[src/shared/dctr_pkg.sv]
// Purpose: shared constants and types of the dual channel temperature readout
// Assumes: mclk at 200 MHz
// Notes: register pointer values are the command byte values on the bus
package dctr_pkg;
   // ****************************************
   // timing
   // ****************************************
   localparam int CLK_PERIOD_NS = 5;
   localparam int SPIKE_NS = 50;
   localparam int FILT_CYCLES = (SPIKE_NS + CLK_PERIOD_NS - 1) / CLK_PERIOD_NS + 1;
   localparam logic [3:0] FILT_LAST = 4'(FILT_CYCLES - 1);
   localparam int BUS_STUCK_TIMEOUT_MS = 30;
   localparam int BUS_STUCK_TIMEOUT_CYCLES = BUS_STUCK_TIMEOUT_MS * 1000000 / CLK_PERIOD_NS;
   localparam int CONV_TIME_MS = 125;
   localparam int CONV_TIME_CYCLES = CONV_TIME_MS * 1000000 / CLK_PERIOD_NS;
   localparam int SCL_MAX_KHZ = 100;
   // ****************************************
   // register pointers
   // ****************************************
   localparam logic [7:0] REG_LOCAL_INT = 8'h00;
   localparam logic [7:0] REG_REMOTE_INT = 8'h01;
   localparam logic [7:0] REG_STATUS = 8'h02;
   localparam logic [7:0] REG_CONFIG = 8'h03;
   localparam logic [7:0] REG_LOCAL_LIMIT = 8'h05;
   localparam logic [7:0] REG_REMOTE_LIMIT = 8'h07;
   localparam logic [7:0] REG_ONE_SHOT = 8'h0f;
   localparam logic [7:0] REG_LOCAL_EXT = 8'h10;
   localparam logic [7:0] REG_REMOTE_EXT = 8'h11;
   // ****************************************
   // fields and reset values
   // ****************************************
   localparam int CFG_STANDBY_BIT = 6;
   localparam int CFG_REMOTE_ONLY_BIT = 4;
   localparam int STAT_FAULT_BIT = 2;
   localparam logic [7:0] CONFIG_RST = 8'h00;
   localparam logic [7:0] LOCAL_LIMIT_RST = 8'h46;
   localparam logic [7:0] REMOTE_LIMIT_RST = 8'h78;
   localparam logic [7:0] FAULT_TEMP = 8'hff;
   // arbitrary target address
   localparam logic [6:0] TARGET_ADDR_DFLT = 7'h2a;
   // ****************************************
   // states
   // ****************************************
   typedef enum logic [3:0] {
      BUS_IDLE, BUS_ADDR, BUS_ADDR_ACK, BUS_CMD, BUS_CMD_ACK,
      BUS_WDATA, BUS_WDATA_ACK, BUS_RDATA, BUS_RACK
   } dctr_bus_state_type;
   typedef enum logic [1:0] {CONV_IDLE, CONV_REMOTE, CONV_LOCAL} dctr_conv_state_type;
endpackage

[src/dctr_pin_filter.sv]
// Purpose: two flop synchroniser and spike filter for one bus pin
// Assumes: idle level of the pin is high
// Notes: output follows only after FILT_CYCLES equal samples
`timescale 1ns/1ps
module dctr_pin_filter
   import dctr_pkg::*;
(
   // clock and reset
   input wire logic mclk,
   input wire logic reset,
   // pin
   input wire logic pin_raw,
   output logic pin_clean
);
   typedef struct packed {
      logic sync1;
      logic sync2;
      logic [3:0] cnt;
      logic clean;
   } dctr_filt_type;

   dctr_filt_type s;
   dctr_filt_type next_s;

   always_comb begin
      next_s = s;
      next_s.sync1 = pin_raw;
      next_s.sync2 = s.sync1;
      if (s.sync2 != s.clean) begin
         if (s.cnt == FILT_LAST) begin
            next_s.clean = s.sync2;
            next_s.cnt = 4'h0;
         end else begin
            next_s.cnt = s.cnt + 4'h1;
         end
      end else begin
         next_s.cnt = 4'h0;
      end
   end

   always_ff @(posedge mclk or posedge reset) begin
      if (reset) begin
         s <= '{sync1: 1'b1, sync2: 1'b1, cnt: 4'h0, clean: 1'b1};
      end else begin
         s <= next_s;
      end
   end

   assign pin_clean = s.clean;
endmodule

[src/dctr_readout.sv]
// Purpose: two channel temperature readout with smbus target and over-limit output
// Assumes: adc samples and fault flag come from logic on mclk
// Notes: sda and alert are open drain; oe_n low pulls the wire low
`timescale 1ns/1ps
module dctr_readout
   import dctr_pkg::*;
#(
   parameter logic [6:0] TARGET_ADDR = TARGET_ADDR_DFLT,
   parameter int unsigned CONV_CYCLES = CONV_TIME_CYCLES,
   parameter int unsigned TIMEOUT_CYCLES = BUS_STUCK_TIMEOUT_CYCLES
) (
   // clock and reset
   input wire logic mclk,
   input wire logic reset,
   // smbus pins
   input wire logic smb_clk,
   input wire logic smb_data_in,
   output logic smb_data_out,
   output logic smb_data_oe_n,
   // over-limit pin
   output logic alert_out,
   output logic alert_oe_n,
   // converter samples
   input wire logic [9:0] local_sample,
   input wire logic [9:0] remote_sample,
   input wire logic remote_junction_fault
);
   localparam logic [24:0] CONV_LAST = 25'(CONV_CYCLES - 1);
   localparam logic [24:0] TMO_LAST = 25'(TIMEOUT_CYCLES - 1);

   typedef struct packed {
      dctr_bus_state_type bus;
      logic [3:0] bitcnt;
      logic [7:0] shreg;
      logic rw;
      logic acked;
      logic [7:0] pointer;
      logic scl_q;
      logic sda_q;
      logic sda_oe_n;
      logic [24:0] tmo_cnt;
      dctr_conv_state_type conv;
      logic [24:0] conv_cnt;
      logic oneshot_pend;
      logic single;
      logic standby_q;
      logic [7:0] local_int;
      logic [7:0] remote_int;
      logic [7:0] local_ext;
      logic [7:0] remote_ext;
      logic [7:0] status;
      logic [7:0] config_reg;
      logic [7:0] local_limit;
      logic [7:0] remote_limit;
      logic alert_oe_n;
      logic pin_low;
   } dctr_state_type;

   dctr_state_type s;
   dctr_state_type next_s;
   logic scl;
   logic sda;
   logic scl_rise;
   logic scl_fall;
   logic start_seen;
   logic stop_seen;
   logic tmo_hit;
   logic standby;
   logic abort_now;
   logic slot_end;
   logic latch_remote;
   logic latch_local;
   logic alarm_now;
   logic [7:0] rdata;

   // ****************************************
   // pin conditioning
   // ****************************************
   dctr_pin_filter u_clk_filter (
      .mclk(mclk),
      .reset(reset),
      .pin_raw(smb_clk),
      .pin_clean(scl)
   );
   dctr_pin_filter u_data_filter (
      .mclk(mclk),
      .reset(reset),
      .pin_raw(smb_data_in),
      .pin_clean(sda)
   );

   // ****************************************
   // decode and read mux
   // ****************************************
   assign scl_rise = scl && !s.scl_q;
   assign scl_fall = !scl && s.scl_q;
   assign start_seen = scl && s.scl_q && s.sda_q && !sda;
   assign stop_seen = scl && s.scl_q && !s.sda_q && sda;
   assign tmo_hit = (!scl || !sda) && s.tmo_cnt == TMO_LAST;
   assign standby = s.config_reg[CFG_STANDBY_BIT];
   assign abort_now = s.conv != CONV_IDLE && !s.single && standby && !s.standby_q;
   assign slot_end = s.conv != CONV_IDLE && s.conv_cnt == CONV_LAST;
   assign latch_remote = slot_end && s.conv == CONV_REMOTE && !abort_now;
   assign latch_local = slot_end && s.conv == CONV_LOCAL && !abort_now;
   assign alarm_now = s.local_int >= s.local_limit
      || (!s.status[STAT_FAULT_BIT] && s.remote_int >= s.remote_limit);

   always_comb begin
      case (s.pointer)
         REG_LOCAL_INT: rdata = s.local_int;
         REG_REMOTE_INT: rdata = s.remote_int;
         REG_STATUS: rdata = s.status;
         REG_CONFIG: rdata = s.config_reg;
         REG_LOCAL_LIMIT: rdata = s.local_limit;
         REG_REMOTE_LIMIT: rdata = s.remote_limit;
         REG_LOCAL_EXT: rdata = s.local_ext;
         REG_REMOTE_EXT: rdata = s.remote_ext;
         default: rdata = 8'h00;
      endcase
   end

   // ****************************************
   // next state
   // ****************************************
   always_comb begin
      next_s = s;
      next_s.scl_q = scl;
      next_s.sda_q = sda;
      next_s.standby_q = standby;
      next_s.alert_oe_n = !alarm_now;
      // bus stuck timer
      if (!scl || !sda) begin
         if (s.tmo_cnt != TMO_LAST) begin
            next_s.tmo_cnt = s.tmo_cnt + 25'h000_0001;
         end
      end else begin
         next_s.tmo_cnt = 25'h000_0000;
      end
      // converter sequencing; runs even while the bus is busy
      if (s.conv != CONV_IDLE) begin
         next_s.oneshot_pend = 1'b0;
      end
      if (abort_now) begin
         next_s.conv = CONV_IDLE;
         next_s.conv_cnt = 25'h000_0000;
      end else begin
         case (s.conv)
            CONV_IDLE: begin
               next_s.conv_cnt = 25'h000_0000;
               if (s.oneshot_pend) begin
                  next_s.oneshot_pend = 1'b0;
                  next_s.single = standby;
                  next_s.conv = CONV_REMOTE;
               end else if (!standby) begin
                  next_s.single = 1'b0;
                  next_s.conv = CONV_REMOTE;
               end
            end
            CONV_REMOTE: begin
               if (slot_end) begin
                  next_s.conv_cnt = 25'h000_0000;
                  if (!s.config_reg[CFG_REMOTE_ONLY_BIT]) begin
                     next_s.conv = CONV_LOCAL;
                  end else if (s.single || standby) begin
                     next_s.conv = CONV_IDLE;
                  end else begin
                     next_s.conv = CONV_REMOTE;
                  end
               end else begin
                  next_s.conv_cnt = s.conv_cnt + 25'h000_0001;
               end
            end
            CONV_LOCAL: begin
               if (slot_end) begin
                  next_s.conv_cnt = 25'h000_0000;
                  if (s.single || standby) begin
                     next_s.conv = CONV_IDLE;
                  end else begin
                     next_s.conv = CONV_REMOTE;
                  end
               end else begin
                  next_s.conv_cnt = s.conv_cnt + 25'h000_0001;
               end
            end
            default: next_s.conv = CONV_IDLE;
         endcase
      end
      // results; old values stay until the slot ends
      if (latch_remote) begin
         if (remote_junction_fault) begin
            next_s.remote_int = FAULT_TEMP;
            next_s.remote_ext = 8'h00;
            next_s.status[STAT_FAULT_BIT] = 1'b1;
         end else begin
            next_s.remote_int = remote_sample[9:2];
            next_s.remote_ext = {remote_sample[1:0], 6'b00_0000};
            next_s.status[STAT_FAULT_BIT] = 1'b0;
         end
      end
      if (latch_local) begin
         next_s.local_int = local_sample[9:2];
         next_s.local_ext = {local_sample[1:0], 6'b00_0000};
      end
      // smbus target; stays active in standby
      if (tmo_hit) begin
         next_s.bus = BUS_IDLE;
         next_s.sda_oe_n = 1'b1;
      end else if (start_seen) begin
         next_s.bus = BUS_ADDR;
         next_s.bitcnt = 4'h0;
         next_s.sda_oe_n = 1'b1;
      end else if (stop_seen) begin
         next_s.bus = BUS_IDLE;
         next_s.sda_oe_n = 1'b1;
      end else begin
         case (s.bus)
            BUS_ADDR, BUS_CMD, BUS_WDATA: begin
               if (scl_rise) begin
                  next_s.shreg = {s.shreg[6:0], sda};
                  next_s.bitcnt = s.bitcnt + 4'h1;
               end else if (scl_fall && s.bitcnt == 4'h8) begin
                  next_s.bitcnt = 4'h0;
                  next_s.sda_oe_n = 1'b0;
                  if (s.bus == BUS_ADDR) begin
                     if (s.shreg[7:1] == TARGET_ADDR) begin
                        next_s.rw = s.shreg[0];
                        next_s.bus = BUS_ADDR_ACK;
                     end else begin
                        next_s.sda_oe_n = 1'b1;
                        next_s.bus = BUS_IDLE;
                     end
                  end else if (s.bus == BUS_CMD) begin
                     next_s.pointer = s.shreg;
                     next_s.bus = BUS_CMD_ACK;
                     if (s.shreg == REG_ONE_SHOT) begin
                        next_s.oneshot_pend = 1'b1;
                     end
                  end else begin
                     next_s.bus = BUS_WDATA_ACK;
                     case (s.pointer)
                        REG_CONFIG: next_s.config_reg = s.shreg;
                        REG_LOCAL_LIMIT: next_s.local_limit = s.shreg;
                        REG_REMOTE_LIMIT: next_s.remote_limit = s.shreg;
                        default: next_s.pointer = s.pointer;
                     endcase
                  end
               end
            end
            BUS_ADDR_ACK: begin
               if (scl_fall) begin
                  if (s.rw) begin
                     next_s.shreg = rdata;
                     next_s.sda_oe_n = rdata[7];
                     next_s.bus = BUS_RDATA;
                  end else begin
                     next_s.sda_oe_n = 1'b1;
                     next_s.bus = BUS_CMD;
                  end
               end
            end
            BUS_CMD_ACK: begin
               if (scl_fall) begin
                  next_s.sda_oe_n = 1'b1;
                  next_s.bus = BUS_WDATA;
               end
            end
            BUS_WDATA_ACK: begin
               if (scl_fall) begin
                  next_s.sda_oe_n = 1'b1;
                  next_s.bus = BUS_IDLE;
               end
            end
            BUS_RDATA: begin
               if (scl_rise) begin
                  next_s.bitcnt = s.bitcnt + 4'h1;
               end else if (scl_fall) begin
                  if (s.bitcnt == 4'h8) begin
                     next_s.bitcnt = 4'h0;
                     next_s.sda_oe_n = 1'b1;
                     next_s.bus = BUS_RACK;
                  end else begin
                     next_s.shreg = {s.shreg[6:0], 1'b0};
                     next_s.sda_oe_n = s.shreg[6];
                  end
               end
            end
            BUS_RACK: begin
               if (scl_rise) begin
                  next_s.acked = !sda;
               end else if (scl_fall) begin
                  if (s.acked) begin
                     next_s.shreg = rdata;
                     next_s.sda_oe_n = rdata[7];
                     next_s.bus = BUS_RDATA;
                  end else begin
                     next_s.bus = BUS_IDLE;
                  end
               end
            end
            default: next_s.bus = BUS_IDLE;
         endcase
      end
   end

   // ****************************************
   // state register
   // ****************************************
   always_ff @(posedge mclk or posedge reset) begin
      if (reset) begin
         s <= '0;
         s.bus <= BUS_IDLE;
         s.conv <= CONV_IDLE;
         s.scl_q <= 1'b1;
         s.sda_q <= 1'b1;
         s.sda_oe_n <= 1'b1;
         s.alert_oe_n <= 1'b1;
         s.config_reg <= CONFIG_RST;
         s.local_limit <= LOCAL_LIMIT_RST;
         s.remote_limit <= REMOTE_LIMIT_RST;
      end else begin
         s <= next_s;
      end
   end

   assign smb_data_out = s.pin_low;
   assign smb_data_oe_n = s.sda_oe_n;
   assign alert_out = s.pin_low;
   assign alert_oe_n = s.alert_oe_n;
endmodule

[config.mk]
export PLATFORM = sky130hd
export DESIGN_NAME = dctr_readout
export DESIGN_NICKNAME = d
export VERILOG_FILES = /design/src/shared/dctr_pkg.sv /design/src/dctr_pin_filter.sv /design/src/dctr_readout.sv
export SDC_FILE = /design/constraint.sdc
export NUM_CORES = 1
export LEC_CHECK = 0
export BUFFER_PORTS_ARGS = -buffer_cell sky130_fd_sc_hd__buf_4
export CAP_MARGIN = 5
export CORE_MARGIN = 5
export CORE_UTILIZATION = 55
export DETAILED_ROUTE_END_ITERATION = 8
export PLACE_DENSITY = 0.81
export SLEW_MARGIN = 40
export SYNTH_ARGS = -nofsm -noshare
export SYNTH_HDL_FRONTEND = slang
export SYNTH_SLANG_ARGS = --single-unit
[constraint.sdc]
create_clock -name mclk -period 7.19 [get_ports mclk]
set_input_delay 0.719 -clock mclk [delete_from_list [all_inputs] [get_ports mclk]]
set_output_delay 0.719 -clock mclk [all_outputs]
set_load 0.01 [all_outputs]
Word level (Yosys, flattened, before mapping)
Index checks and enable logic that the tools add are counted.

Register bits after elaboration: 150. Bits in latches: 0. Bits in writable memories: 0. ROM bits: 0. Bits of input ports: 25. Output and inout bits: 4. Logic and storage cells: 253. Memories: 0.

Add/subtract/negate cells: 5. Multiply operators: 0. Div/mod/pow operators: 0. Magnitude comparators: 2. Eq/ne operators: 57. Shifts and indexed selects: 0. Muxes and demuxes: 96. Bitwise logic cells: 7. Reductions and logical operators: 54.

Operator list (number): $mux W8 (18); $mux W25 (3); $mux W4 (16); $pmux W8 S8 (1); $ne A5 B5 Y1 const B (11); $add A25 B1 Y25 const B (2); $pmux W25 S2 (1); $mux W1 (38); $pmux W8 S4 (1); $mux W27 (1); $reduce_and A9 Y1 (3); $eq A25 B23 Y1 const B (1); $eq A25 B25 Y1 const B (1); $ne A25 B23 Y1 const B (1); $pmux W4 S6 (1); $mux W22 (1); $ne A2 B2 Y1 const B (10); $reduce_and A10 Y1 (2); $logic_and A1 B1 Y1 (18); $mux W2 (9); $eq A4 B3 Y1 const B (4); $eq A4 B4 Y1 const B (4); $eq A8 B2 Y1 const B (2); $eq A8 B3 Y1 const B (2); other kinds (37) (70).

Longest topological paths before layout
Word-level depth: 14. Mapped depth: 10. Depth with buffers taken out: 8.

Hierarchy
From an unflattened synthesis, not the netlist that was laid out.

Cells, all modules: 799. Area, all modules: 7980.2 sq um.

Modules (own cells, without submodules): dctr_readout (times used 1, cells each 755, area each 7387.1 sq um, sequential area each 3266.9 sq um); dctr_pin_filter (times used 2, cells each 22, area each 296.5 sq um, sequential area each 178.9 sq um).

Least setup slack after synthesis
Ideal clock, no wire load.

Path type: reg-to-reg. From: register s[127] (netlist bit). To: register s (netlist bit next_s[66]). Library setup time: 0.125 ns. Arrival: 2.391 ns. Required time: 7.065 ns. Setup slack: 4.673 ns. Stages on the path, launching flop included: 8. Path buffers: 3. Period minus slack after synthesis: 2.517 ns. Cell sequence: dfrtp_1 > or4_4 > buf_6 > or3_1 > buf_2 > or4_4 > buf_6 > mux2_4.

Cells in the longest elaborated chain, start to end: 2.

RTL lines: start: declaration (RTL line dctr_readout.sv:59) `dctr_state_type s;`; start signal: assignment (RTL line dctr_readout.sv:321) `s <= next_s;`; $eq A8 B2 Y1 (RTL line dctr_readout.sv:240) `case (s.pointer)`; $reduce_and A9 Y1 (no source line).

Every way passes these cells. A chain may end at the register's enable or synchronous reset.

Worst setup path in the final report
From: register s[96] (netlist bit). To: register s[10] (netlist bit).

Cells in the longest elaborated chain, start to end: 4.

RTL lines: $eq A25 B23 Y1 (RTL line dctr_readout.sv:99) `assign tmo_hit = (!scl || !sda) && s.tmo_cnt == TMO_LAST;`; $logic_and A1 B1 Y1 (RTL line dctr_readout.sv:99); $not A1 Y1 (no source line); $reduce_and A9 Y1 (no source line).

Every way passes these cells.

==> impl_summary.md <==
STA
Hold timing on the final database bottoms out at a slack of 0.357 ns. After layout, the minimum clock period comes to 2.69 ns. The total negative setup slack is 0 ns. The post-route clock skew is 0.00984 ns.

The portion of the clock cycle consumed by the worst path in the final layout is 0.374. The worst pin sits at a relative slew slack of 0.484. Static timing analysis puts the maximum clock frequency at 372 MHz. The measured slew at the worst slew-check pin is 0.768 ns. Setup violations remaining at the end of the flow were counted as 0.

Setup repair after global routing left no endpoint under its margin. The final-report hold violation count is 0. The number of slew-limit violations in the final report is 0.

Pwr
The share of total power dissipated in the clock network is 0.493. The part of the power in combinational logic is 0.033. The net switching power of the design is 0.385 mW.

The internal power of the cells totals 1.40 mW. Of the total power, the share spent switching nets is 0.216. Summed over all cells, the static leakage comes to 3.92 nW.

The sequential power share is 0.474. Dividing total power by cell area gives a power density of 204 nW/µm². The power after layout is 1.78 mW. The worst-case IR drop observed on VDD is 0.000189 V.

Clock tree
The cell sitting at the root of the clock tree is a clkbuf_16. The clock sink count is 144. Counting along the longest clock path gives a buffer depth of 2. The clock latency reported for the late side of the worst-skew pair is 0.42 ns.

The post-cts repair resize count is 0. The post-CTS clock slew at the launch and capture registers of the worst setup and hold paths is 0.06 ns. The post-CTS setup-driven buffer insertion count is 0. The TritonCTS buffer count is 17. TritonCTS built the clock tree. In this run, post-CTS hold repair placed 0 buffers. The clock tree synthesis step divided the H-tree into 4 levels.

Global route
For this run, global-route usage on met1 was measured as 0.288. The initial antenna violation count came to 0. For this run, global-route usage on met2 was measured as 0.332. The via count of the first global-routing pass is 5809.

The fraction of met3 tracks used by global routing is 0.0532. The most crowded layer after global routing is met2. The first global-routing pass estimated 28200 µm of wire. Across every metal layer, demand over resource in global routing totals 0.210.

Entering global routing, the biggest net connects 80 pins. The total congestion overflow is 0.

Synthesis
During synthesis, Yosys emitted a total of 0 warnings. Of the total synthesized cell area, the portion taken by AND, OR, NAND and NOR gates is 0.198. In this run the mean area of a mapped cell was 9.90 µm².

The number of different library cells used by synthesis comes to 63. The most used flip-flop cell after synthesis is dfrtp_1. The cell area after technology mapping is 7820 µm². The XOR/XNOR share of the synthesized area is 0.0571. dfrtp_1 is the most common cell in the netlist.

The flip-flop and latch count after synthesis is 144. The proportion of synthesized area in mux cells is 0.0976. The synthesized instance count is 790. Summed over all instances, the cell type with the most area after synthesis is dfrtp_1. For this run, the register share of the synthesized area comes to 0.463. The share of the synthesized area in the top cell type is 0.406. The area share of fa/ha/maj cells after synthesis is 0.0512. Yosys mapped a number of flops with a built-in enable equal to 0.

By area the synthesized netlist is led by dfrtp_1, mux2_2, dfstp_2. The commonest cells after synthesis are dfrtp_1, nor2_1, nand2_1. The synthesized-area fraction occupied by ao, oa, aoi and oai cells is 0.0956. The async set-reset flop share out of synthesis is 1.00. After synthesis, the largest family of logic cells by area is simple AND/OR/NAND/NOR gates.

Floorplanning
The die covers 16700 µm². Pin placement for this block handled 29 I/O pins. The floorplan row count is 43. The area of the placeable core is 13900 µm². From bottom edge to top edge, the die measures 129 µm. The chip width is 129 µm. For this configuration, the core starts out at a cell density of 0.561.

Placed design
The wire-length estimate of the detail-placed layout is 11300 µm. The weighted congestion at the end of routability-driven global placement is 0.892. The number of buffer cells added on primary ports is 26.

Worst setup path
The maximum fanout along the worst path is 15. The most critical setup path has its startpoint at s[96]. The setup path with the least slack is of type flip-flop to flip-flop.

The setup slack of the most critical reg-to-reg path is 4.50 ns. The worst setup path is captured at a flip-flop. The worst register-to-register path begins at s[96].

The worst setup path is launched from a flip-flop. For the worst setup path, the data required time is 7.50 ns. The data arrival time of the critical path is 3.00 ns.

Cells and area
In the final layout, the multi-input gates occupy 3920 µm². Counting flops per register, the top entry is s. The area growth from synthesis to layout is 11.4%. The flip-flop count of the largest register after layout is 127. Once layout is complete, the utilization of the core stands at 0.625. The antenna diode instance count is 0. Across the whole layout, storage elements account for 3620 µm².

Of the cells placed in the final design, the portion with a size suffix greater than 1 is 0.176. The number of fill cells in the layout is 1113. The number of nets in the layout is 860.

The largest registers in the layout are s: 127 flops, u_clk_filter.s: 5 flops, u_data_filter.s: 5 flops.

Routing
The total detailed-routing wirelength is 16700 µm. The count of TritonRoute iterations in the first routing pass is 8. In this run, the number of DRC markers left after iteration 0 of detailed routing was 472.

Dividing the detail-routed via count by the number of cells gives 5.89. The DRC violation count after routing is 0. Once detail routing completed, the nets flagged for antenna violations numbered 0.

The routed layout has 5865 vias. Dividing the detail-routed wire length by the instance count gives 16.8 µm.

Min path
The critical hold path startpoint is u_clk_filter.next_s[5]. The min-delay analysis places its worst path in the category flip-flop to flip-flop.

Job
The number of max-cap violations is 0.

Run status
The flow ran to the end, and the final reports show no timing, DRC or antenna violations.
[cell usage in the layout, fill, tap and decap left out, types with 4 or more instances in the layout]
master | netlist | layout
a211oi_1 | 5 | 5
a21o_1 | 9 | 9
a21oi_1 | 27 | 27
a221oi_1 | 5 | 5
a22oi_1 | 6 | 6
a31oi_1 | 5 | 5
and3_1 | 25 | 25
and4_1 | 4 | 4
buf_4 | 3 | 27
clkbuf_16 | 0 | 17
clkbuf_8 | 0 | 4
dfrtp_1 | 127 | 127
dfstp_2 | 17 | 17
ha_1 | 32 | 32
inv_1 | 34 | 33
mux2_2 | 48 | 48
mux2_4 | 8 | 8
mux2i_1 | 8 | 8
nand2_1 | 65 | 65
nand2b_1 | 10 | 10
nand3_1 | 36 | 36
nand3b_1 | 5 | 5
nand4_1 | 13 | 13
nor2_1 | 100 | 98
nor2b_1 | 5 | 5
nor3_1 | 14 | 14
nor4b_1 | 5 | 5
o21ai_0 | 27 | 27
o21ai_1 | 6 | 6
o221ai_1 | 4 | 4
or3_1 | 5 | 5
xnor2_1 | 17 | 17
xor2_1 | 34 | 34
[path summary, 6_finish.rpt]
kind,endpoint,cells past startpoint
hold / removal,u_clk_filter.s[5],0
setup reg to reg,s[10],6
min in group asynchronous,s[98],2
max in group asynchronous,s[143],3
hold reg to reg,u_clk_filter.s[5],0
setup / recovery,s[10],6
[power groups by stage]
stage               registers (mW)  logic, mW  clock network (mW)
CTS                          0.845     0.0602               0.889
detailed placement           0.859     0.0602                   0
floorplan                    0.854     0.0401                   0
global placement             0.858     0.0575                   0
finish                       0.845     0.0587               0.878
global route                 0.848     0.0672               0.933
[layout make-up]
type                    instances  share of cell area
multi-input cells             578               0.450
inverters                      34              0.0152
well taps                     180              0.0258
flip-flops and latches        144               0.416
repair buffers                 28              0.0246
clock buffers                  23              0.0560
clock inverters                 9              0.0122
[layer usage]
metal,share of wire,up-vias
met3,0.063,39
met2,0.47,168
met1,0.44,2868
li1,-,2790
met4,0.019,0
met5,0,-
[logic make-up after synthesis]
family,count (synthesis)
AND/OR/NAND/NOR,311
flip-flops,144
AO/OA/AOI/OAI,117
buffers and inverters,69
multiplexers,65
XOR/XNOR,51
adder cells (fa/ha/maj),32
other,1
[critical path, stage by stage (launching register included)]
cell and delay (ns):
dfrtp_1 0.38, ha_1 0.19, nand3_1 0.15, or4_1 0.60, o21ai_1 0.48, and4b_1 0.43, mux2_2 0.34
[stage by stage]
| stage | worst slack [ns] | cells | area, µm² |
|---|---|---|---|
| floorplan | 2.63 | 791 | 7830 |
| global placement | 4.40 | 964 | 8100 |
| detailed placement | 4.50 | 964 | 8120 |
| CTS | 4.48 | 996 | 8710 |
| global route | 4.29 | 996 | 8710 |
| finish | 4.50 | 996 | 8710 |
Power figures use the tool's default switching activity.
